===== config.mk =====
export PLATFORM = sky130hd
export DESIGN_NAME = pll_lock_detect_and_pump_ctrl
export DESIGN_NICKNAME = d
export VERILOG_FILES = /design/src/design/pll_lock_pkg.sv /design/src/design/edge_sync3.sv /design/src/design/lock_window_meas.sv /design/src/design/pll_lock_detect_and_pump_ctrl.sv
export VERILOG_INCLUDE_DIRS = /design/src /design/src/design
export SDC_FILE = /design/constraint.sdc
export NUM_CORES = 1
export LEC_CHECK = 0
export BUFFER_PORTS_ARGS = -buffer_cell sky130_fd_sc_hd__buf_2
export CORE_ASPECT_RATIO = 0.7
export CORE_MARGIN = 4
export CORE_UTILIZATION = 40
export DETAILED_ROUTE_END_ITERATION = 8
export GPL_TIMING_DRIVEN = 0
export HOLD_SLACK_MARGIN = 0.1
export SLEW_MARGIN = 20
export SYNTH_ARGS = -nofsm -noshare
export SYNTH_HDL_FRONTEND = slang
export SYNTH_HIERARCHICAL = 1
export SYNTH_SLANG_ARGS = --single-unit

===== constraint.sdc =====
create_clock -name SYS_CLK -period 16 [get_ports SYS_CLK]
set_input_delay 1.6 -clock SYS_CLK [delete_from_list [all_inputs] [get_ports SYS_CLK]]
set_output_delay 1.6 -clock SYS_CLK [all_outputs]
set_load 0.05 [all_outputs]

===== src/design/pll_lock_cfg.svh =====
`ifndef PLL_LOCK_CFG_SVH
`define PLL_LOCK_CFG_SVH

// Clock and window timing
`define CLK_PERIOD_NS 20
`define ANALOG_WIN_NS 10
`define ANALOG_WIN_CYC (((`ANALOG_WIN_NS) + (`CLK_PERIOD_NS) - 1) / (`CLK_PERIOD_NS))

// Register byte offsets
`define OFS_CTRL 8'h00
`define OFS_WINDOW 8'h04
`define OFS_THRESH 8'h08
`define OFS_CSP 8'h0C
`define OFS_PUMP 8'h10
`define OFS_STATUS 8'h14
`define OFS_IRQ_STAT 8'h18
`define OFS_IRQ_MASK 8'h1C

// Reset values
`define RST_CTRL 6'h00
`define RST_RING_CFG 4'h0
`define RST_DURATION 8'h01
`define RST_THRESH 16'h03E8
`define RST_CORR 8'h04
`define RST_PUMP_GAIN 3'h2
`define RST_PUMP_TRIM 4'h0

// Field positions
`define WIN_DUR_LSB 8
`define PUMP_DN_GAIN_LSB 4
`define PUMP_UP_TRIM_LSB 8
`define PUMP_DN_TRIM_LSB 12
`define STAT_COUNT_LSB 16

// AXI responses
`define RESP_OKAY 2'h0
`define RESP_SLVERR 2'h2

`endif


===== src/design/pll_lock_pkg.sv =====
package pll_lock_pkg;

  // Control bits as software sees them
  typedef struct packed {
    logic lock_flag_pin_enable;
    logic csp_enable;
    logic asym_delay_sel;
    logic asym_enable;
    logic window_from_ring;
    logic lock_detect_enable;
  } ctrl_type;

  // Window shape handed to the measurement unit
  typedef struct packed {
    logic [13:0] early_cycles;
    logic [13:0] late_cycles;
  } window_type;

  // Per-reference-cycle verdict
  typedef struct packed {
    logic hit;
    logic miss;
  } verdict_type;

  typedef enum logic [0:0] {
    WAIT_REF = 1'b0,
    LATE_OPEN = 1'b1
  } win_state_type;

endpackage


===== src/design/edge_sync3.sv =====
`timescale 1ns/1ns
`default_nettype none
// Three-stage synchroniser; level moves once stages two and three agree
module edge_sync3 (
  input wire logic clk,
  input wire logic reset,
  input wire logic async_in,
  output logic level,
  output logic rise
);
  logic s1_reg, s2_reg, s3_reg, level_reg;
  logic level_next;

  // New level only when the late stages agree
  always_comb begin
    level_next = level_reg;
    if (s2_reg == s3_reg) begin
      level_next = s3_reg;
    end
  end

  always_ff @(posedge clk) begin
    if (reset) begin
      s1_reg <= 1'b0;
      s2_reg <= 1'b0;
      s3_reg <= 1'b0;
      level_reg <= 1'b0;
    end else begin
      s1_reg <= async_in;
      s2_reg <= s1_reg;
      s3_reg <= s2_reg;
      level_reg <= level_next;
    end
  end

  assign level = level_reg;
  assign rise = level_next & ~level_reg;
endmodule // edge_sync3
`default_nettype wire


===== src/design/lock_window_meas.sv =====
`timescale 1ns/1ns
`default_nettype none
// Judges each reference edge: did the VCO edge land in the window around it
module lock_window_meas
  import pll_lock_pkg::*;
(
  input wire logic clk,
  input wire logic reset,
  input wire logic enable,
  input wire logic ref_rise,
  input wire logic vco_rise,
  input wire window_type window,
  output verdict_type verdict
);
  win_state_type state_reg, state_next;
  logic [13:0] age_reg, age_next;
  logic [13:0] late_reg, late_next;
  verdict_type verdict_reg, verdict_next;

  // Early part looks back on VCO age, late part waits forward
  always_comb begin
    state_next = state_reg;
    late_next = late_reg;
    verdict_next = '0;
    age_next = (age_reg == 14'h3FFF) ? age_reg : age_reg + 14'h0001;
    if (vco_rise) begin
      age_next = 14'h0000;
    end
    if (!enable) begin
      state_next = WAIT_REF;
      age_next = 14'h3FFF;
    end else begin
      case (state_reg)
        WAIT_REF: begin
          if (ref_rise) begin
            if (vco_rise || (age_reg < window.early_cycles)) begin
              verdict_next.hit = 1'b1;
              age_next = 14'h3FFF;
            end else if (window.late_cycles == 14'h0000) begin
              verdict_next.miss = 1'b1;
            end else begin
              state_next = LATE_OPEN;
              late_next = window.late_cycles;
            end
          end
        end
        LATE_OPEN: begin
          if (vco_rise) begin
            verdict_next.hit = 1'b1;
            age_next = 14'h3FFF;
            state_next = WAIT_REF;
          end else if (late_reg == 14'h0001 || ref_rise) begin
            verdict_next.miss = 1'b1;
            state_next = WAIT_REF;
          end else begin
            late_next = late_reg - 14'h0001;
          end
        end
        default: state_next = WAIT_REF;
      endcase
    end
  end

  always_ff @(posedge clk) begin
    if (reset) begin
      state_reg <= WAIT_REF;
      age_reg <= 14'h3FFF;
      late_reg <= 14'h0000;
      verdict_reg <= '0;
    end else begin
      state_reg <= state_next;
      age_reg <= age_next;
      late_reg <= late_next;
      verdict_reg <= verdict_next;
    end
  end

  assign verdict = verdict_reg;
endmodule // lock_window_meas
`default_nettype wire


===== src/design/pll_lock_detect_and_pump_ctrl.sv =====
// How it works
// - Lock detection runs only while the lock detect enable bit is set.
// - With the ring source cleared the window is a fixed 10 ns one-shot around the reference; the code rounds it up to one 20 ns clock cycle.
// - With the ring source set the window is duration times ring period, the period set apart.
// - The lock flag rises after the threshold count of consecutive in-window VCO edges.
// - One out-of-window VCO edge drops the flag at once until the threshold is met again.
// - The lock flag is readable as a read-only status bit.
// - With the pin enable set the shared pin carries the lock flag, serial data during reads.
// - Asymmetry with the delay select set moves the window after the reference.
// - Asymmetry with the delay select cleared moves the window ahead of the reference.
// - Cycle slip prevention holds pump gain at maximum until the frequencies match.
// - A correction magnitude field sets how sensitive slip prevention is.
// - Three-bit up and down gain selects each drive 500, 1000 and 500 uA sources; 010 is 1 mA.
// - Four-bit binary trims for each pump, 7 uA steps up to 105 uA.
//
// Chosen here: the AXI4-Lite interface to the registers and the address map.
`timescale 1ns/1ns
`default_nettype none
`include "pll_lock_cfg.svh"
module pll_lock_detect_and_pump_ctrl
  import pll_lock_pkg::*;
(
  input wire logic SYS_CLK,
  input wire logic RESET,
  input wire logic REF_DIV_IN,
  input wire logic VCO_DIV_IN,
  input wire logic SERIAL_READ_ACTIVE,
  input wire logic SERIAL_READ_DATA,
  output logic LOCK_OR_SERIAL_OUT_PIN,
  output logic LOCK_OR_SERIAL_OUT_OE_N,
  output logic LOCK_FLAG,
  output logic CSP_GAIN_HOLD,
  output logic [2:0] PUMP_UP_SOURCES,
  output logic [2:0] PUMP_DOWN_SOURCES,
  output logic [3:0] PUMP_UP_TRIM_OUT,
  output logic [3:0] PUMP_DOWN_TRIM_OUT,
  output logic IRQ,
  input wire logic [7:0] S_AXI_AWADDR,
  input wire logic S_AXI_AWVALID,
  output logic S_AXI_AWREADY,
  input wire logic [31:0] S_AXI_WDATA,
  input wire logic [3:0] S_AXI_WSTRB,
  input wire logic S_AXI_WVALID,
  output logic S_AXI_WREADY,
  output logic [1:0] S_AXI_BRESP,
  output logic S_AXI_BVALID,
  input wire logic S_AXI_BREADY,
  input wire logic [7:0] S_AXI_ARADDR,
  input wire logic S_AXI_ARVALID,
  output logic S_AXI_ARREADY,
  output logic [31:0] S_AXI_RDATA,
  output logic [1:0] S_AXI_RRESP,
  output logic S_AXI_RVALID,
  input wire logic S_AXI_RREADY
);
  // Merge write data under byte strobes
  function automatic logic [31:0] merge(input logic [31:0] old, input logic [31:0] d,
                                        input logic [3:0] be);
    logic [31:0] r;
    r = old;
    for (int i = 0; i < 4; i++) begin
      if (be[i]) begin
        r[i*8 +: 8] = d[i*8 +: 8];
      end
    end
    return r;
  endfunction

  // Window cycles from source, ring period and duration
  function automatic logic [13:0] win_cycles(input ctrl_type c, input logic [3:0] ring,
                                            input logic [7:0] dur);
    logic [13:0] w;
    w = 14'(`ANALOG_WIN_CYC);
    if (c.window_from_ring) begin
      w = 14'(dur) * (14'(ring) + 14'h0001);
      if (w == 14'h0000) begin
        w = 14'h0001;
      end
    end
    return w;
  endfunction

  // Configuration and status registers
  ctrl_type ctrl_reg, ctrl_next;
  logic [3:0] ring_cfg_reg, ring_cfg_next;
  logic [7:0] duration_reg, duration_next;
  logic [15:0] thresh_reg, thresh_next;
  logic [7:0] corr_reg, corr_next;
  logic [2:0] up_gain_reg, up_gain_next, dn_gain_reg, dn_gain_next;
  logic [3:0] up_trim_reg, up_trim_next, dn_trim_reg, dn_trim_next;
  logic [2:0] irq_stat_reg, irq_stat_next, irq_mask_reg, irq_mask_next;
  // Bus handshake state
  logic aw_have_reg, aw_have_next, w_have_reg, w_have_next;
  logic [7:0] awaddr_reg, awaddr_next;
  logic [31:0] wdata_reg, wdata_next;
  logic [3:0] wstrb_reg, wstrb_next;
  logic bvalid_reg, bvalid_next, rvalid_reg, rvalid_next;
  logic [1:0] bresp_reg, bresp_next, rresp_reg, rresp_next;
  logic [31:0] rdata_reg, rdata_next;
  // Lock, slip and output state
  logic [15:0] hits_reg, hits_next;
  logic lock_reg, lock_next;
  logic [7:0] match_reg, match_next;
  logic [1:0] vco_per_ref_reg, vco_per_ref_next;
  logic hold_reg, hold_next;
  logic [2:0] up_src_reg, up_src_next, dn_src_reg, dn_src_next;
  logic pin_reg, pin_next, oe_n_reg, oe_n_next;

  logic ref_rise, vco_rise;
  logic do_write, do_read;
  logic [2:0] events;
  logic [13:0] w_total;
  window_type window;
  verdict_type verdict;

  edge_sync3 ref_sync (
    .clk(SYS_CLK), .reset(RESET), .async_in(REF_DIV_IN), .level(), .rise(ref_rise)
  );
  edge_sync3 vco_sync (
    .clk(SYS_CLK), .reset(RESET), .async_in(VCO_DIV_IN), .level(), .rise(vco_rise)
  );

  // Window placement around the reference edge
  always_comb begin
    w_total = win_cycles(ctrl_reg, ring_cfg_reg, duration_reg);
    window.early_cycles = w_total >> 1;
    window.late_cycles = w_total - (w_total >> 1);
    if (ctrl_reg.asym_enable) begin
      window.early_cycles = ctrl_reg.asym_delay_sel ? 14'h0000 : w_total;
      window.late_cycles = ctrl_reg.asym_delay_sel ? w_total : 14'h0000;
    end
  end

  lock_window_meas meas (
    .clk(SYS_CLK), .reset(RESET), .enable(ctrl_reg.lock_detect_enable),
    .ref_rise(ref_rise), .vco_rise(vco_rise), .window(window), .verdict(verdict)
  );

  // Bus channel acceptance
  assign S_AXI_AWREADY = !aw_have_reg && !bvalid_reg;
  assign S_AXI_WREADY = !w_have_reg && !bvalid_reg;
  assign S_AXI_ARREADY = !rvalid_reg;
  assign do_write = aw_have_reg && w_have_reg && !bvalid_reg;
  assign do_read = S_AXI_ARVALID && !rvalid_reg;

  // Lock counting and flag
  always_comb begin
    hits_next = hits_reg;
    lock_next = lock_reg;
    if (!ctrl_reg.lock_detect_enable) begin
      hits_next = 16'h0000;
      lock_next = 1'b0;
    end else if (verdict.miss) begin
      hits_next = 16'h0000;
      lock_next = 1'b0;
    end else if (verdict.hit) begin
      hits_next = (hits_reg >= thresh_reg) ? thresh_reg : hits_reg + 16'h0001;
      lock_next = (hits_next >= thresh_reg) && (hits_next != 16'h0000);
    end
  end

  // Slip prevention: one VCO edge per reference period means matched
  always_comb begin
    vco_per_ref_next = vco_per_ref_reg;
    match_next = match_reg;
    if (vco_rise && vco_per_ref_reg != 2'h3) begin
      vco_per_ref_next = vco_per_ref_reg + 2'h1;
    end
    if (!ctrl_reg.csp_enable) begin
      match_next = 8'h00;
    end else if (ref_rise) begin
      vco_per_ref_next = {1'b0, vco_rise};
      if (vco_per_ref_reg == 2'h1 && match_reg != 8'hFF) begin
        match_next = match_reg + 8'h01;
      end else if (vco_per_ref_reg != 2'h1) begin
        match_next = 8'h00;
      end
    end
    hold_next = ctrl_reg.csp_enable && (match_next < corr_reg);
    up_src_next = hold_next ? 3'h7 : up_gain_reg;
    dn_src_next = hold_next ? 3'h7 : dn_gain_reg;
  end

  // Shared pin: lock flag, serial data during a read
  always_comb begin
    pin_next = SERIAL_READ_DATA;
    oe_n_next = !(SERIAL_READ_ACTIVE || ctrl_reg.lock_flag_pin_enable);
    if (ctrl_reg.lock_flag_pin_enable && !SERIAL_READ_ACTIVE) begin
      pin_next = lock_next;
    end
  end

  // Register file, bus slave and interrupt flags
  always_comb begin
    ctrl_next = ctrl_reg;
    ring_cfg_next = ring_cfg_reg;
    duration_next = duration_reg;
    thresh_next = thresh_reg;
    corr_next = corr_reg;
    up_gain_next = up_gain_reg;
    dn_gain_next = dn_gain_reg;
    up_trim_next = up_trim_reg;
    dn_trim_next = dn_trim_reg;
    irq_stat_next = irq_stat_reg;
    irq_mask_next = irq_mask_reg;
    aw_have_next = aw_have_reg;
    w_have_next = w_have_reg;
    awaddr_next = awaddr_reg;
    wdata_next = wdata_reg;
    wstrb_next = wstrb_reg;
    bvalid_next = bvalid_reg && !S_AXI_BREADY;
    bresp_next = bresp_reg;
    rvalid_next = rvalid_reg && !S_AXI_RREADY;
    rresp_next = rresp_reg;
    rdata_next = rdata_reg;
    if (S_AXI_AWVALID && S_AXI_AWREADY) begin
      aw_have_next = 1'b1;
      awaddr_next = S_AXI_AWADDR;
    end
    if (S_AXI_WVALID && S_AXI_WREADY) begin
      w_have_next = 1'b1;
      wdata_next = S_AXI_WDATA;
      wstrb_next = S_AXI_WSTRB;
    end
    if (do_write) begin
      aw_have_next = 1'b0;
      w_have_next = 1'b0;
      bvalid_next = 1'b1;
      bresp_next = `RESP_OKAY;
      case ({awaddr_reg[7:2], 2'b00})
        `OFS_CTRL: ctrl_next = ctrl_type'(6'(merge(32'(ctrl_reg), wdata_reg, wstrb_reg)));
        `OFS_WINDOW: begin
          ring_cfg_next = 4'(merge(32'(ring_cfg_reg), wdata_reg, wstrb_reg));
          duration_next = 8'(merge({16'h0000, duration_reg, 8'h00}, wdata_reg, wstrb_reg)
                             >> `WIN_DUR_LSB);
        end
        `OFS_THRESH: thresh_next = 16'(merge(32'(thresh_reg), wdata_reg, wstrb_reg));
        `OFS_CSP: corr_next = 8'(merge(32'(corr_reg), wdata_reg, wstrb_reg));
        `OFS_PUMP: begin
          {dn_trim_next, up_trim_next, dn_gain_next[2:0], up_gain_next} =
            {dn_trim_reg, up_trim_reg, dn_gain_reg, up_gain_reg};
          if (wstrb_reg[0]) begin
            up_gain_next = wdata_reg[2:0];
            dn_gain_next = wdata_reg[`PUMP_DN_GAIN_LSB +: 3];
          end
          if (wstrb_reg[1]) begin
            up_trim_next = wdata_reg[`PUMP_UP_TRIM_LSB +: 4];
            dn_trim_next = wdata_reg[`PUMP_DN_TRIM_LSB +: 4];
          end
        end
        `OFS_IRQ_MASK: irq_mask_next = 3'(merge(32'(irq_mask_reg), wdata_reg, wstrb_reg));
        `OFS_STATUS, `OFS_IRQ_STAT: bresp_next = `RESP_OKAY;
        default: bresp_next = `RESP_SLVERR;
      endcase
    end
    if (do_read) begin
      rvalid_next = 1'b1;
      rresp_next = `RESP_OKAY;
      case ({S_AXI_ARADDR[7:2], 2'b00})
        `OFS_CTRL: rdata_next = 32'(ctrl_reg);
        `OFS_WINDOW: rdata_next = {16'h0000, duration_reg, 4'h0, ring_cfg_reg};
        `OFS_THRESH: rdata_next = {16'h0000, thresh_reg};
        `OFS_CSP: rdata_next = {24'h000000, corr_reg};
        `OFS_PUMP: rdata_next = {16'h0000, dn_trim_reg, up_trim_reg, 1'b0, dn_gain_reg,
                                 1'b0, up_gain_reg};
        `OFS_STATUS: rdata_next = {hits_reg, 14'h0000, hold_reg, lock_reg};
        `OFS_IRQ_STAT: begin
          rdata_next = {29'h00000000, irq_stat_reg};
          irq_stat_next = 3'h0;
        end
        `OFS_IRQ_MASK: rdata_next = {29'h00000000, irq_mask_reg};
        default: begin
          rdata_next = 32'h00000000;
          rresp_next = `RESP_SLVERR;
        end
      endcase
    end
    // Events set after the read clear, so they win
    irq_stat_next = irq_stat_next | events;
  end

  assign events = {verdict.miss & ctrl_reg.lock_detect_enable,
                   lock_reg & ~lock_next, ~lock_reg & lock_next};

  always_ff @(posedge SYS_CLK) begin
    if (RESET) begin
      ctrl_reg <= ctrl_type'(`RST_CTRL);
      ring_cfg_reg <= `RST_RING_CFG;
      duration_reg <= `RST_DURATION;
      thresh_reg <= `RST_THRESH;
      corr_reg <= `RST_CORR;
      up_gain_reg <= `RST_PUMP_GAIN;
      dn_gain_reg <= `RST_PUMP_GAIN;
      up_trim_reg <= `RST_PUMP_TRIM;
      dn_trim_reg <= `RST_PUMP_TRIM;
      irq_stat_reg <= 3'h0;
      irq_mask_reg <= 3'h0;
      aw_have_reg <= 1'b0;
      w_have_reg <= 1'b0;
      awaddr_reg <= 8'h00;
      wdata_reg <= 32'h00000000;
      wstrb_reg <= 4'h0;
      bvalid_reg <= 1'b0;
      bresp_reg <= `RESP_OKAY;
      rvalid_reg <= 1'b0;
      rresp_reg <= `RESP_OKAY;
      rdata_reg <= 32'h00000000;
      hits_reg <= 16'h0000;
      lock_reg <= 1'b0;
      match_reg <= 8'h00;
      vco_per_ref_reg <= 2'h0;
      hold_reg <= 1'b0;
      up_src_reg <= `RST_PUMP_GAIN;
      dn_src_reg <= `RST_PUMP_GAIN;
      pin_reg <= 1'b0;
      oe_n_reg <= 1'b1;
    end else begin
      ctrl_reg <= ctrl_next;
      ring_cfg_reg <= ring_cfg_next;
      duration_reg <= duration_next;
      thresh_reg <= thresh_next;
      corr_reg <= corr_next;
      up_gain_reg <= up_gain_next;
      dn_gain_reg <= dn_gain_next;
      up_trim_reg <= up_trim_next;
      dn_trim_reg <= dn_trim_next;
      irq_stat_reg <= irq_stat_next;
      irq_mask_reg <= irq_mask_next;
      aw_have_reg <= aw_have_next;
      w_have_reg <= w_have_next;
      awaddr_reg <= awaddr_next;
      wdata_reg <= wdata_next;
      wstrb_reg <= wstrb_next;
      bvalid_reg <= bvalid_next;
      bresp_reg <= bresp_next;
      rvalid_reg <= rvalid_next;
      rresp_reg <= rresp_next;
      rdata_reg <= rdata_next;
      hits_reg <= hits_next;
      lock_reg <= lock_next;
      match_reg <= match_next;
      vco_per_ref_reg <= vco_per_ref_next;
      hold_reg <= hold_next;
      up_src_reg <= up_src_next;
      dn_src_reg <= dn_src_next;
      pin_reg <= pin_next;
      oe_n_reg <= oe_n_next;
    end
  end

  // Outputs
  assign LOCK_FLAG = lock_reg;
  assign LOCK_OR_SERIAL_OUT_PIN = pin_reg;
  assign LOCK_OR_SERIAL_OUT_OE_N = oe_n_reg;
  assign CSP_GAIN_HOLD = hold_reg;
  assign PUMP_UP_SOURCES = up_src_reg;
  assign PUMP_DOWN_SOURCES = dn_src_reg;
  assign PUMP_UP_TRIM_OUT = up_trim_reg;
  assign PUMP_DOWN_TRIM_OUT = dn_trim_reg;
  assign IRQ = |(irq_stat_reg & irq_mask_reg);
  assign S_AXI_BVALID = bvalid_reg;
  assign S_AXI_BRESP = bresp_reg;
  assign S_AXI_RVALID = rvalid_reg;
  assign S_AXI_RRESP = rresp_reg;
  assign S_AXI_RDATA = rdata_reg;
endmodule // pll_lock_detect_and_pump_ctrl
`default_nettype wire


## After elaboration in Yosys (flattened, before gate mapping)

Index checks and enable logic that the tools add are counted.

- Register bits: 203
- Input bits: 63
- Output and inout port bits: 60
- Word-level logic and storage cells: 204

- Add/sub/neg operators: 7
- Multiply operators: 1
- $lt $le $gt $ge: 4
- Eq/ne operators: 27
- Mux-type cells: 54
- Bitwise operators: 13
- Reduce and logical (&&, ||, !) cells: 47

Operator list:

| operator | count |
|---|---|
| $pmux 32 s8 | 1 |
| $mux 14 | 13 |
| $pmux 14 s2 | 2 |
| $eq 6x3->1 const B | 8 |
| $ge 16x16->1 | 2 |
| $mux 8 | 4 |
| $logic_not 14->1 | 2 |
| $mux 28 | 1 |
| $reduce_and 3->1 | 9 |
| $eq 6x2->1 const B | 4 |
| $mux 1 | 19 |
| $add 16x1->16 const B | 1 |
| $mux 16 | 1 |
| $reduce_bool 16->1 | 1 |
| $reduce_or 8->1 | 2 |
| $add 14x1->14 const B | 1 |
| $eq 14x1->1 const B | 1 |
| $eq 14x14->1 const B | 1 |
| $logic_and 1x1->1 | 14 |
| $lt 14x14->1 | 1 |
| $sub 14x1->14 const B | 1 |
| $sub 14x13->14 | 1 |
| $mul 8x5->13 | 1 |
| $mux 13 | 1 |
| other kinds (24) | 61 |

## Logic depth before layout (Yosys ltp)

Gate-level depths: netlist (run 1).

- Depth after elaboration: 12
- Depth in mapped cells: 39
- Depth with buffers taken out: 34

## Cells and area by module

Netlist (run 1), hierarchy kept.

By module, submodules not included:

| module | instances | cells an instance | area an instance (µm²) | sequential area each (µm²) |
|---|---|---|---|---|
| pll_lock_detect_and_pump_ctrl | 1 | 1,209 | 10,153.5 | 3,203.1 |
| lock_window_meas | 1 | 259 | 2,065.7 | 620.6 |
| edge_sync3 | 2 | 12 | 120.1 | 80.1 |

## Worst setup path before layout (run 1)

No wires, ideal clock.

- Kind: register -> register
- Start point: register ring_cfg_reg[0]
- End point: register meas.late_reg[9]
- Setup time: 0.068 ns
- Arrival: 7.679 ns
- Data required time: 15.932 ns
- Slack: 8.253 ns
- Cell stages (with the launch flop): 40
- Path buffers: 5
- Period minus slack after synthesis: 7.747 ns
- Cell sequence: dfxtp_1 > ha_1 > and3_1 > clkbuf_1 > nand2_1 > fa_1 > inv_1 > fa_1 > inv_1 > fa_1 > inv_1 > ha_1 > clkbuf_1 > o21a_1 > o21ai_2 > o21a_1 > or4b_4 > nor4_4 > (+4 left out) > inv_1 > ha_1 > nor2_1 > o21ai_0 > a41oi_1 > o21ai_0 > a211oi_1 > xor2_1 > o22ai_1 > nor4_1 > nand4_1 > nand4_1 > inv_1 > a21oi_2 > buf_6 > or3_1 > buf_6 > o21ai_2

RTL lines:

| what | RTL line | source |
|---|---|---|
| start: declaration | pll_lock_detect_and_pump_ctrl.sv:85 | `logic [3:0] ring_cfg_reg, ring_cfg_next;` |
| start signal: assignment | pll_lock_detect_and_pump_ctrl.sv:288 | `` ring_cfg_reg <= `RST_RING_CFG; `` |
| start signal: assignment | pll_lock_detect_and_pump_ctrl.sv:319 | `ring_cfg_reg <= ring_cfg_next;` |
| end signal: assignment | lock_window_meas.sv:73 | `late_reg <= late_next;` |
| end: declaration | lock_window_meas.sv:17 | `logic [13:0] late_reg, late_next;` |

==> metrics.log, run 1 <==
INFO  metric status = completed
INFO  metric dp.final_hpwl = between 20 and 30 mm
INFO  metric critical_path.endpoint = meas/late_reg[2]$_SDFFE_PP0P_
INFO  metric max_cap_viol = 0
INFO  metric setup.reg_to_reg.worst_slack = 6980 ps
INFO  metric critPathLaunch = ring_cfg_reg[0]$_SDFFE_PP0P_
INFO  metric switching_share = roughly 28%
INFO  metric reg2reg_from = ring_cfg_reg[0]$_SDFFE_PP0P_
INFO  metric power.net_switching = approximately 0.28 mW
INFO  metric multi_input_comb_area = about 0.0078 mm2
INFO  metric critical_path.most_common_cell = sky130_fd_sc_hd__inv_1
INFO  metric gp_congestion = between 0.9 and 1
INFO  metric syn_inst = between 1000 and 1500
INFO  metric syn_area_per_cell = ~8.4 um2
INFO  metric synth_simple_gate_area_share = a little over a fifth
INFO  metric finalNetCount = ~1800
INFO  metric combPwrFrac = 6.9%
INFO  metric crit_type = reg -> reg
INFO  metric ys_types = 88
INFO  metric postRouteWirelength = about 38 mm
INFO  metric period_minus_slack = ~9000 ps
INFO  metric intPower = ~0.73 mW
INFO  metric drt_drc_violations_left = 0
INFO  metric cts_repair_resize_count = 0
INFO  metric synthFlopType = sky130_fd_sc_hd__dfxtp_1
INFO  metric synthXorXnorAreaFrac = under 10%
INFO  metric crit_reg_reg_endpoint = meas/late_reg[2]$_SDFFE_PP0P_
INFO  metric layout.cell_area.non_filler = ~0.014 mm2
INFO  metric dr.first_iter.drc_count = around 1000
INFO  metric synth-edff-count = 0
INFO  metric ys_ff_latch = between 150 and 200
INFO  metric synth-seq-area-share = 32.0%
INFO  metric port-buffer-count = 98
INFO  metric worst_path_max_delay_cell = sky130_fd_sc_hd__or4b_4
INFO  metric seq_power_share = 51.0%
INFO  metric first_global_vias = roughly 10000
INFO  metric synth_warnings = 6
INFO  metric layout_worst_path_cycle_share = approximately 56%
INFO  metric worstHoldPathType = reg -> reg
INFO  metric setup.worst_path.start_class = register
INFO  metric synthesized_area_fraction_occupied_by_ao_oa_aoi_and_oai_cells = 17.8%
INFO  metric clock_latency = between 400 and 500 ps
INFO  metric synth-async-reset-ratio = 0%
INFO  metric cellPowerDensity = 71.9 mW/mm2
INFO  metric vias = 11400
INFO  metric hold_violations = 0
INFO  metric clkSinkCount = ~200
INFO  metric final.setup_skew = 12.9 ps
INFO  metric setup_tns = 0 ps
INFO  metric tightestPinTransition = ~1300 ps
INFO  metric synth_fa_ha_area_share = about an eighth
INFO  metric tritoncts = yes
INFO  metric total_leakage_power = around 5.7 nW
INFO  metric fp.dieH = ~160 um
INFO  metric cts_made_buffers = 17
INFO  metric placeableCoreArea = 0.0304 mm2
INFO  metric placementRows = between 50 and 60
INFO  metric synth_top_family_by_area = simple AND/OR/NAND/NOR gates
INFO  metric cp.required = between 15000 and 20000 ps
INFO  metric cts-root-to-sink-buffers = 2
INFO  metric largest_reg_flops = 32
INFO  metric layout_common_cells = sky130_fd_sc_hd__dfxtp_1 (199), sky130_fd_sc_hd__nor2_1 (185), sky130_fd_sc_hd__nand2_1 (119)
INFO  metric post_synth_mux_area_share = about 7.6%
INFO  metric routed_wire_length_per_instance = ~19 um
INFO  metric floorplan.die.width = between 200 and 250 um
INFO  metric critical_path.endpoint_type = register
INFO  metric setup_viol_count_final = 0
INFO  metric avgViaCountPerCell = between 5 and 6
INFO  metric starting_utilization_of_the_core_area = between 40% and 50%
INFO  metric slew_headroom = about 14%
INFO  metric max_freq = approximately 0.11 GHz
INFO  metric fillers = just over 3000
INFO  metric worst-r2r-cell-count = 37
INFO  metric cts.hold.buffers_added = 0
INFO  metric htreeDepth = 4
INFO  metric slew_violations = 0
INFO  metric antenna_violating_nets_post_route = 0
INFO  metric cp.arrival = about 9400 ps
INFO  metric diodes = 0
INFO  metric dieArea = about 0.034 mm2
INFO  metric grt_first_pass_wirelength = about 60 mm
INFO  metric irDropWorstVdd = about 0.06 mV
INFO  metric leading_cell_type_in_the_layout_fill_and_taps_excluded = sky130_fd_sc_hd__dfxtp_1
INFO  metric grt.total_usage = 22.0%
INFO  metric top_level_ports = ~120
INFO  metric areaGrowthSynthToFinish = 12.7%
INFO  metric clk_pin_slew_worst_paths = approximately 70 ps
INFO  metric netlist_area = between 0.01 and 0.015 mm2
INFO  metric antenna_found_initial = 0
INFO  metric clock_tree.root_cell = sky130_fd_sc_hd__clkbuf_16
INFO  metric firstDrtPassIters = 8
INFO  metric postCtsSetupBuffers = 0
INFO  metric largest_net_degree_at_the_start_of_global_routing = 20
INFO  metric cp_max_fo = 10
INFO  metric detailed_place.area = ~0.013 mm2
INFO  metric clock_power_share = a little over two fifths
INFO  metric final-seq-area = between 0.003 and 0.004 mm2
INFO  metric gr-total-overflow = 0
INFO  metric max_stage_delay = around 580 ps
INFO  metric grt_setup_unrepaired = no
INFO  metric drive_gt1_share = a little under an eighth
[cells by family (layout without fill, tap and decap cells)]
family	Yosys count	count (layout)
other	1	3
buffers and inverters	182	312
XOR/XNOR	43	43
multiplexers	93	93
adder cells (fa/ha/maj)	112	112
flip-flops	199	199
AND/OR/NAND/NOR	539	539
AO/OA/AOI/OAI	323	323
[stage by stage]
| stage | worst slack (ps) | total power, mW | instances | util [%] | hold slack, ps |
|---|---|---|---|---|---|
| CTS | 7010 | 1.02 | 2036 | 46.2 | 445 |
| finish | 6980 | 1.01 | 2036 | 46.2 | 439 |
| floorplan | 8250 | 0.566 | 1494 | - | 414 |
| global route | 6150 | 1.04 | 2036 | 46.2 | 465 |
| detailed placement | 7080 | 0.594 | 2004 | 44.4 | 429 |
| global placement | 7190 | 0.594 | 2004 | 44.4 | 416 |
[worst max-delay path: cells and delay by family (launching register included)]
family                     cells  cell delay [ps]
DFF                            1              450
buffers and inverters          8             1130
adders and majority gates      6             2290
and+or+nand+nor               10             2150
AOI/OAI and AO/OA             11             2180
muxes                          1              170
xor gates and xnor gates       1              570
[metal layers]
metal / track usage, % / routed length [um] / up-vias
li1: - / - / 5521
met1: 35.7 / 19600 / 5360
met2: 28.1 / 13900 / 458
met3: 6.54 / 3990 / 28
met4: 3.49 / 416 / 0
met5: 0 / 0 / -
[cell usage after synthesis, types with 7 or more instances]
cell	instances	area, um2
sky130_fd_sc_hd__nand2b_1	20	125
sky130_fd_sc_hd__a21oi_1	74	370
sky130_fd_sc_hd__nand3_1	23	115
sky130_fd_sc_hd__o21ai_0	52	260
sky130_fd_sc_hd__nor3_1	26	130
sky130_fd_sc_hd__nor2_1	185	694
sky130_fd_sc_hd__o22ai_1	15	93.8
sky130_fd_sc_hd__and2_1	29	181
sky130_fd_sc_hd__a211oi_1	21	158
sky130_fd_sc_hd__or3_1	11	68.8
sky130_fd_sc_hd__mux2i_1	89	891
sky130_fd_sc_hd__nand4_1	15	93.8
sky130_fd_sc_hd__and3_1	10	62.6
sky130_fd_sc_hd__xor2_1	20	175
sky130_fd_sc_hd__nand2_1	119	447
sky130_fd_sc_hd__clkbuf_1	57	214
sky130_fd_sc_hd__a211o_1	13	114
sky130_fd_sc_hd__nor4_1	21	131
sky130_fd_sc_hd__a311oi_1	7	61.3
sky130_fd_sc_hd__a222oi_1	10	100
sky130_fd_sc_hd__dfxtp_1	199	3980
sky130_fd_sc_hd__a22oi_1	33	248
sky130_fd_sc_hd__xnor2_1	23	201
sky130_fd_sc_hd__ha_1	94	1180
sky130_fd_sc_hd__nor2b_1	37	231
sky130_fd_sc_hd__inv_1	105	394
sky130_fd_sc_hd__a31oi_1	17	106
sky130_fd_sc_hd__nor3b_1	7	52.6
sky130_fd_sc_hd__or2_2	10	62.6
sky130_fd_sc_hd__fa_1	18	360
[power groups by stage]
stage / Clock (mW) / Combinational, mW / Sequential (mW)
2_1_floorplan: 0 / 0.0322 / 0.533
3_3_place_gp: 0 / 0.0682 / 0.525
3_5_place_dp: 0 / 0.0688 / 0.525
4_1_cts: 0.434 / 0.0690 / 0.514
5_1_grt: 0.453 / 0.0752 / 0.515
6_report: 0.425 / 0.0699 / 0.514
[cell type report]
cell class / instances / area share [%]
clock inverter: 14 / 0.936
timing repair buffer: 98 / 3.49
sequential: 199 / 28.4
tap: 412 / 3.67
buffer: 74 / 2.28
multi-input combinational: 1113 / 55.3
inverter: 108 / 2.89
clock buffer: 18 / 3.06
[worst min-delay path by stage]
| stage | slack [ps] | end | startpoint | depth (start not counted) |
|---|---|---|---|---|
| final | 440 | vco_sync/s2_reg$_SDFF_PP0_ | vco_sync/s1_reg$_SDFF_PP0_ | 1 |
| after global placement | 420 | vco_sync/s2_reg$_SDFF_PP0_ | vco_sync/s1_reg$_SDFF_PP0_ | 1 |
| after global routing | 460 | vco_sync/s2_reg$_SDFF_PP0_ | vco_sync/s1_reg$_SDFF_PP0_ | 1 |
| after CTS | 440 | vco_sync/s2_reg$_SDFF_PP0_ | vco_sync/s1_reg$_SDFF_PP0_ | 1 |
| after floorplan | 410 | ref_sync/s2_reg$_SDFF_PP0_ | ref_sync/s1_reg$_SDFF_PP0_ | 1 |
| after detailed placement | 430 | vco_sync/s2_reg$_SDFF_PP0_ | vco_sync/s1_reg$_SDFF_PP0_ | 1 |
Note: power is estimated with default switching activity, not from simulation.
==> run 2: changes to the inputs <==
Clock period 16 ns to 7.6 ns, I/O delays scaled along.
==> run 2 against run 1 <==
Via count rose by 2.8%; critical path depth fell by 1; flip-flop and latch count did not move; clock power rose by 110%; routed wire length rose by 3.3%; critical path type unchanged; the run now ends with setup timing left; sequential power rose by 110%; register-to-register slack got worse by 7000 ps; count of clock-buffer cells in the layout rose by 1.
==> metrics.log, run 2 (synthesis results as in run 1) <==
INFO  metric status = finished, violations left (was completed)
INFO  metric failed_checks = setup timing
INFO  metric cellPowerDensity = 145 mW/mm2 (was 71.9 mW/mm2)
INFO  metric hold_violations = 0 (unchanged)
INFO  metric top_level_ports = 123 (unchanged)
INFO  metric crit_type = reg -> reg (unchanged)
INFO  metric grt.total_usage = 22.7% (was 22.0%)
INFO  metric hold-path-endpoint = vco_sync/s2_reg$_SDFF_PP0_ (unchanged)
INFO  metric worstHoldPathType = reg -> reg (unchanged)
INFO  metric placeableCoreArea = 0.0304 mm2 (unchanged)
INFO  metric largest_reg_flops = 32 (unchanged)
INFO  metric slew_violations = 0 (unchanged)
INFO  metric clock_tree.root_cell = sky130_fd_sc_hd__clkbuf_16 (unchanged)
INFO  metric dp.cells = 2004 (unchanged)
INFO  metric cp.required = 7970 ps (was 16380 ps)
INFO  metric postRouteWirelength = 39.1 mm (was 37.9 mm)
INFO  metric vias = 11700 (was 11400)
INFO  metric period_minus_slack = 7660 ps (was 9020 ps)
INFO  metric clock_latency = 450 ps (was 460 ps)
INFO  metric critical_path.most_common_cell = sky130_fd_sc_hd__inv_2 (was sky130_fd_sc_hd__inv_1)
INFO  metric cts_made_buffers = 17 (unchanged)
INFO  metric post-route-worst-setup-slack = -59.9 ps (was 6980 ps)
INFO  metric routed_wire_length_per_instance = 18.9 um (was 18.6 um)
INFO  metric antenna_found_initial = 2 (was 0)
INFO  metric final.setup_skew = 12.3 ps (was 12.9 ps)
INFO  metric htreeDepth = 4 (unchanged)
INFO  metric avgViaCountPerCell = 5.65 (was 5.58)
INFO  metric hold_path_startpoint = vco_sync/s1_reg$_SDFF_PP0_ (unchanged)
INFO  metric finish.utilization = 48.4% (was 46.2%)
INFO  metric setup.reg_to_reg.worst_slack = -60 ps (was 6980 ps)
INFO  metric cts-root-to-sink-buffers = 2 (unchanged)
INFO  metric clkSinkCount = 199 (unchanged)
INFO  metric finalNonFillerCells = 2066 (was 2036)
INFO  metric final-seq-area = 0.00400 mm2 (was 0.00398 mm2)
INFO  metric finalNetCount = 1817 (was 1786)
INFO  metric reg2reg_from = ring_cfg_reg[1]$_SDFFE_PP0P_ (was ring_cfg_reg[0]$_SDFFE_PP0P_)
INFO  metric critical_path.endpoint_type = register (unchanged)
INFO  metric tightestPinTransition = 1160 ps (was 1280 ps)
INFO  metric tritoncts = yes (unchanged)
INFO  metric slew_headroom = 22.8% (was 14.1%)
INFO  metric gp_congestion = 0.920 (was 0.936)
INFO  metric irDropWorstVdd = 0.141 mV (was 0.0612 mV)
INFO  metric fp.dieH = 156 um (unchanged)
INFO  metric total_leakage_power = 5.94 nW (was 5.74 nW)
INFO  metric layout_common_cells = sky130_fd_sc_hd__dfxtp_1 (195), sky130_fd_sc_hd__nor2_1 (182), sky130_fd_sc_hd__nand2_1 (116) (was sky130_fd_sc_hd__dfxtp_1 (199), sky130_fd_sc_hd__nor2_1 (185), sky130_fd_sc_hd__nand2_1 (119))
INFO  metric antenna_violating_nets_post_route = 0 (unchanged)
INFO  metric layout_worst_path_cycle_share = 101% (was 56.4%)
INFO  metric drive_gt1_share = 17.0% (was 11.5%)
INFO  metric firstDrtPassIters = 5 (was 8)
INFO  metric worst-r2r-cell-count = 36 (was 37)
INFO  metric starting_utilization_of_the_core_area = 41.0% (unchanged)
INFO  metric port-buffer-count = 98 (unchanged)
INFO  metric clk_pin_slew_worst_paths = 80 ps (was 70 ps)
INFO  metric drt_drc_violations_left = 0 (unchanged)
INFO  metric crit_reg_reg_endpoint = meas/late_reg[13]$_SDFFE_PP0P_ (was meas/late_reg[2]$_SDFFE_PP0P_)
INFO  metric setup_viol_count_final = 8 (was 0)
INFO  metric max_freq = 0.131 GHz (was 0.111 GHz)
INFO  metric grt_setup_unrepaired = yes (was no)
INFO  metric dieArea = 0.0341 mm2 (unchanged)
INFO  metric worst_path_max_delay_cell = sky130_fd_sc_hd__or4b_4 (unchanged)
INFO  metric multi_input_comb_area = 0.00817 mm2 (was 0.00776 mm2)
INFO  metric setup.worst_path.start_class = register (unchanged)
INFO  metric worst_hold_path.num_cells = 1 (unchanged)
INFO  metric fillers = 3011 (was 3079)
INFO  metric max_cap_viol = 0 (unchanged)
INFO  metric placementRows = 53 (unchanged)
INFO  metric max_stage_delay = 560 ps (was 580 ps)
INFO  metric grt_first_pass_wirelength = 60.6 mm (was 58.5 mm)
INFO  metric dp.final_hpwl = 29.3 mm (was 29.7 mm)
INFO  metric cp_max_fo = 8 (was 10)
INFO  metric floorplan.die.width = 219 um (unchanged)
INFO  metric diodes = 0 (unchanged)
INFO  metric cp.arrival = 8030 ps (was 9400 ps)
INFO  metric first_global_vias = 10700 (was 10300)
INFO  metric leading_cell_type_in_the_layout_fill_and_taps_excluded = sky130_fd_sc_hd__dfxtp_1 (unchanged)
INFO  metric gr-total-overflow = 0 (unchanged)
INFO  metric areaGrowthSynthToFinish = 18.1% (was 12.7%)
INFO  metric dr.first_iter.drc_count = 1271 (was 1048)
INFO  metric largest_net_degree_at_the_start_of_global_routing = 18 (was 20)
==> run 2: area by class of cell <==
class | count | area share (%)
clock inverter | 12 | 0.816
inverter | 108 | 2.76
timing repair buffer | 132 | 5.12
tap | 412 | 3.50
clock buffer | 19 | 3.01
buffer | 71 | 2.10
multi-input combinational | 1113 | 55.5
sequential | 199 | 27.2
==> run 2: worst max path at each step <==
stage | start | endpoint | slack, ps | cells past startpoint
detailed placement | ring_cfg_reg[0]$_SDFFE_PP0P_ | meas/late_reg[2]$_SDFFE_PP0P_ | -1130 | 37
CTS | ring_cfg_reg[1]$_SDFFE_PP0P_ | meas/late_reg[6]$_SDFFE_PP0P_ | 10 | 36
floorplan | ring_cfg_reg[0]$_SDFFE_PP0P_ | meas/late_reg[9]$_SDFFE_PP0P_ | 3 | 39
finish | ring_cfg_reg[1]$_SDFFE_PP0P_ | meas/late_reg[13]$_SDFFE_PP0P_ | -60 | 36
global placement | ring_cfg_reg[0]$_SDFFE_PP0P_ | meas/late_reg[2]$_SDFFE_PP0P_ | -990 | 35
global route | ring_cfg_reg[1]$_SDFFE_PP0P_ | meas/late_reg[13]$_SDFFE_PP0P_ | -340 | 36
==> run 2: repair_timing <==
item / 4_1_cts / 5_1_grt
hold buffers: 0 / 0
cloned: 0 / 2
buffers inserted: 14 / 18
gates resized for setup: 54 / 38
endpoints found under the setup margin: 16 / 16
pin swaps: 16 / 45
==> run 2: through the flow <==
step                worst slack [ps]  hold slack, ps  TNS [ps]  area (um2)  total power [mW]
finish                         -59.9             435      -272       14700              2.13
global route                    -336             464     -4340       14700              2.21
CTS                             13.1             437         0       14400              2.14
detailed placement             -1130             420    -16220       13500              1.25
global placement                -987             417    -14180       13500              1.25
floorplan                       3.20             414         0       12500              1.19
==> run 2: power breakdown <==
| part | total (mW) | switching, mW | internal (mW) |
|---|---|---|---|
| Sequential | 1.08 | 0.0229 | 1.06 |
| Combinational | 0.148 | 0.108 | 0.0394 |
| Clock | 0.897 | 0.433 | 0.464 |
==> run 2: worst max-delay path: cells and delay by family (launching register included) <==
family,cells,cell delay (ps)
fa+ha+maj,7,2240
simple gates,10,2010
compound gates,10,1840
buf+inv,7,640
xor+xnor,2,450
flops,1,370
==> run 2: routing by layer <==
metal | global-route usage [%] | vias to the layer above | part of all wire [%]
met3 | 6.40 | 38 | 9.8
li1 | - | 5565 | -
met4 | 3.70 | 4 | 0.92
met1 | 36.4 | 5594 | 51
met2 | 29.8 | 482 | 38
met5 | 0 | - | 0.036
==> run 3: changes to the inputs <==
Settings changed: CELL_PAD_IN_SITES_DETAIL_PLACEMENT from default to 1, CELL_PAD_IN_SITES_GLOBAL_PLACEMENT from default to 2, CORE_UTILIZATION 40 to 33, PLACE_DENSITY_LB_ADDON from default to 0.1.
==> run 3 against run 2 <==
The run still ends with setup timing left; count of clock-buffer cells in the layout stayed put; final cell count is 4.0% higher; flip-flop and latch count stayed put; sequential share of layout area is 0.26 points lower; largest cell class unchanged; highest routed layer is now met4.
==> metrics.log, run 3 (synthesis results as in run 1) <==
INFO  metric reg2reg_from = ring_cfg_reg[1]$_SDFFE_PP0P_ (unchanged)
INFO  metric setup_viol_count_final = 15 (was 8)
INFO  metric cts-root-to-sink-buffers = 2 (unchanged)
INFO  metric finalNetCount = 1822 (was 1817)
INFO  metric multi_input_comb_area = 0.00819 mm2 (was 0.00817 mm2)
INFO  metric setup_tns = -3580 ps (was -272 ps)
INFO  metric placeableCoreArea = 0.0372 mm2 (was 0.0304 mm2)
INFO  metric grt_first_pass_wirelength = 70.0 mm (was 60.6 mm)
INFO  metric cts_made_buffers = 17 (unchanged)
INFO  metric slew_violations = 0 (unchanged)
INFO  metric max_stage_delay = 560 ps (about the same)
INFO  metric cts.hold.buffers_added = 0 (unchanged)
INFO  metric worst_path_max_delay_cell = sky130_fd_sc_hd__fa_1 (was sky130_fd_sc_hd__or4b_4)
INFO  metric final.setup_skew = 14.5 ps (was 12.3 ps)
INFO  metric htreeDepth = 4 (unchanged)
INFO  metric cp_top_family = simple AND/OR/NAND/NOR gates (was adder cells)
INFO  metric drive_gt1_share = 17.7% (was 17.0%)
INFO  metric setup.worst_path.start_class = register (unchanged)
INFO  metric dr.first_iter.drc_count = 869 (was 1271)
INFO  metric max_freq = 0.127 GHz (was 0.131 GHz)
INFO  metric leading_cell_type_in_the_layout_fill_and_taps_excluded = sky130_fd_sc_hd__dfxtp_1 (unchanged)
INFO  metric cellPowerDensity = 144 mW/mm2 (was 145 mW/mm2)
INFO  metric diodes = 0 (unchanged)
INFO  metric cp_max_fo = 8 (unchanged)
INFO  metric clock_latency = 460 ps (was 450 ps)
INFO  metric top_level_ports = 123 (unchanged)
INFO  metric critical_path_buf_inv_count = 7 (unchanged)
INFO  metric vias = 11700 (about the same)
INFO  metric tightestPinTransition = 1160 ps (about the same)
INFO  metric detailedPlace.worstSlack = -1460 ps (was -1130 ps)
INFO  metric gr-total-overflow = 0 (unchanged)
INFO  metric clock_tree.root_cell = sky130_fd_sc_hd__clkbuf_16 (unchanged)
INFO  metric gp_congestion = 0.831 (was 0.920)
INFO  metric setup.reg_to_reg.worst_slack = -280 ps (was -60 ps)
INFO  metric placementRows = 59 (was 53)
INFO  metric detailed_place.area = 0.0136 mm2 (was 0.0135 mm2)
INFO  metric final-seq-area = 0.00400 mm2 (unchanged)
INFO  metric postRouteWirelength = 45.6 mm (was 39.1 mm)
INFO  metric layout_worst_path_cycle_share = 104% (was 101%)
INFO  metric period_minus_slack = 7880 ps (was 7660 ps)
INFO  metric dieArea = 0.0410 mm2 (was 0.0341 mm2)
INFO  metric dp.final_hpwl = 35.1 mm (was 29.3 mm)
INFO  metric dp.cells = 2080 (was 2004)
INFO  metric critPathLaunch = ring_cfg_reg[1]$_SDFFE_PP0P_ (unchanged)
INFO  metric power.net_switching = 0.605 mW (was 0.564 mW)
INFO  metric areaGrowthSynthToFinish = 19.3% (was 18.1%)
INFO  metric routed_wire_length_per_instance = 21.2 um (was 18.9 um)
INFO  metric largest_reg_flops = 32 (unchanged)
INFO  metric critical_path.endpoint_type = register (unchanged)
INFO  metric avgViaCountPerCell = 5.44 (was 5.65)
INFO  metric largest_net_degree_at_the_start_of_global_routing = 19 (was 18)
INFO  metric post-route-worst-setup-slack = -280 ps (was -59.9 ps)
INFO  metric firstDrtPassIters = 5 (unchanged)
INFO  metric cp.arrival = 8210 ps (was 8030 ps)
INFO  metric hold_violations = 0 (unchanged)
INFO  metric finalNonFillerCells = 2148 (was 2066)
INFO  metric max_cap_viol = 0 (unchanged)
INFO  metric switching_share = 28.2% (was 26.5%)
INFO  metric drt_drc_violations_left = 0 (unchanged)
INFO  metric grt.total_usage = 22.2% (was 22.7%)
INFO  metric starting_utilization_of_the_core_area = 33.5% (was 41.0%)
INFO  metric cp.required = 7930 ps (was 7970 ps)
INFO  metric clock_power_share = 42.5% (was 42.2%)
INFO  metric clk_pin_slew_worst_paths = 80 ps (about the same)
INFO  metric irDropWorstVdd = 0.174 mV (was 0.141 mV)
INFO  metric fp.dieH = 171 um (was 156 um)
INFO  metric tritoncts = yes (unchanged)
INFO  metric antenna_violating_nets_post_route = 0 (unchanged)
INFO  metric antenna_found_initial = 0 (was 2)
INFO  metric clkSinkCount = 199 (unchanged)
INFO  metric status = finished, violations left (unchanged)
INFO  metric first_global_vias = 11500 (was 10700)
INFO  metric intPower = 1.54 mW (was 1.56 mW)
INFO  metric slew_headroom = 22.5% (was 22.8%)
INFO  metric seq_power_share = 50.5% (was 50.9%)
INFO  metric crit_type = reg -> reg (unchanged)
INFO  metric layout.cell_area.non_filler = 0.0149 mm2 (was 0.0147 mm2)
INFO  metric combPwrFrac = 7.0% (about the same)
INFO  metric fillers = 4469 (was 3011)
INFO  metric grt_setup_unrepaired = yes (unchanged)
INFO  metric layout_common_cells = sky130_fd_sc_hd__dfxtp_1 (195), sky130_fd_sc_hd__nor2_1 (182), sky130_fd_sc_hd__nand2_1 (115) (was sky130_fd_sc_hd__dfxtp_1 (195), sky130_fd_sc_hd__nor2_1 (182), sky130_fd_sc_hd__nand2_1 (116))
INFO  metric hold_path_startpoint = ref_sync/s1_reg$_SDFF_PP0_ (was vco_sync/s1_reg$_SDFF_PP0_)
INFO  metric floorplan.die.width = 240 um (was 219 um)
INFO  metric critical_path.most_common_cell = sky130_fd_sc_hd__inv_2 (unchanged)
INFO  metric port-buffer-count = 98 (unchanged)
INFO  metric failed_checks = setup timing (unchanged)
INFO  metric total_leakage_power = 5.99 nW (was 5.94 nW)
INFO  metric worstHoldPathType = reg -> reg (unchanged)
## run 3: path summary, 6_finish.rpt
path	end	cells after the start
hold / removal	ref_sync/s2_reg$_SDFF_PP0_	1
setup / recovery	meas/late_reg[13]$_SDFFE_PP0P_	34
hold reg to reg	ref_sync/s2_reg$_SDFF_PP0_	1
setup reg to reg	meas/late_reg[13]$_SDFFE_PP0P_	34
## run 3: through the flow
| stage | util (%) | hold WS (ps) | total power [mW] |
|---|---|---|---|
| after floorplan | - | 414 | 1.19 |
| after global placement | 36.5 | 418 | 1.26 |
| after detailed placement | 36.5 | 431 | 1.26 |
| after CTS | 39.4 | 447 | 2.18 |
| after global routing | 39.9 | 465 | 2.23 |
| final | 39.9 | 443 | 2.14 |
## run 3: power groups by stage
stage / logic, mW / registers, mW / clock network (mW)
3_3_place_gp: 0.149 / 1.11 / 0
4_1_cts: 0.151 / 1.08 / 0.943
2_1_floorplan: 0.0679 / 1.12 / 0
3_5_place_dp: 0.150 / 1.11 / 0
5_1_grt: 0.163 / 1.08 / 0.982
6_report: 0.151 / 1.08 / 0.910
## run 3: area by class of cell
type / count / share of cell area [%]
flip-flops and latches: 199 / 26.9
repair buffers: 137 / 5.35
clock buffers: 19 / 2.98
clock inverters: 13 / 0.749
well taps: 488 / 4.11
plain buffers: 71 / 2.05
multi-input cells: 1113 / 55.1
inverters: 108 / 2.75
## run 3: per-layer routing
| layer | track usage [%] | routed length [um] | vias to the layer above |
|---|---|---|---|
| li1 | - | - | 5596 |
| met1 | 36.2 | 24900 | 5811 |
| met2 | 30.3 | 17700 | 259 |
| met3 | 4.06 | 2570 | 16 |
| met4 | 3.31 | 348 | 0 |
| met5 | 0 | 0 | - |
## run 3: what timing repair did
| action | CTS | global route |
|---|---|---|
| resized for setup | 66 | 33 |
| pin swaps | 35 | 35 |
| setup endpoints to repair | 26 | 16 |
| setup buffers | 29 | 9 |
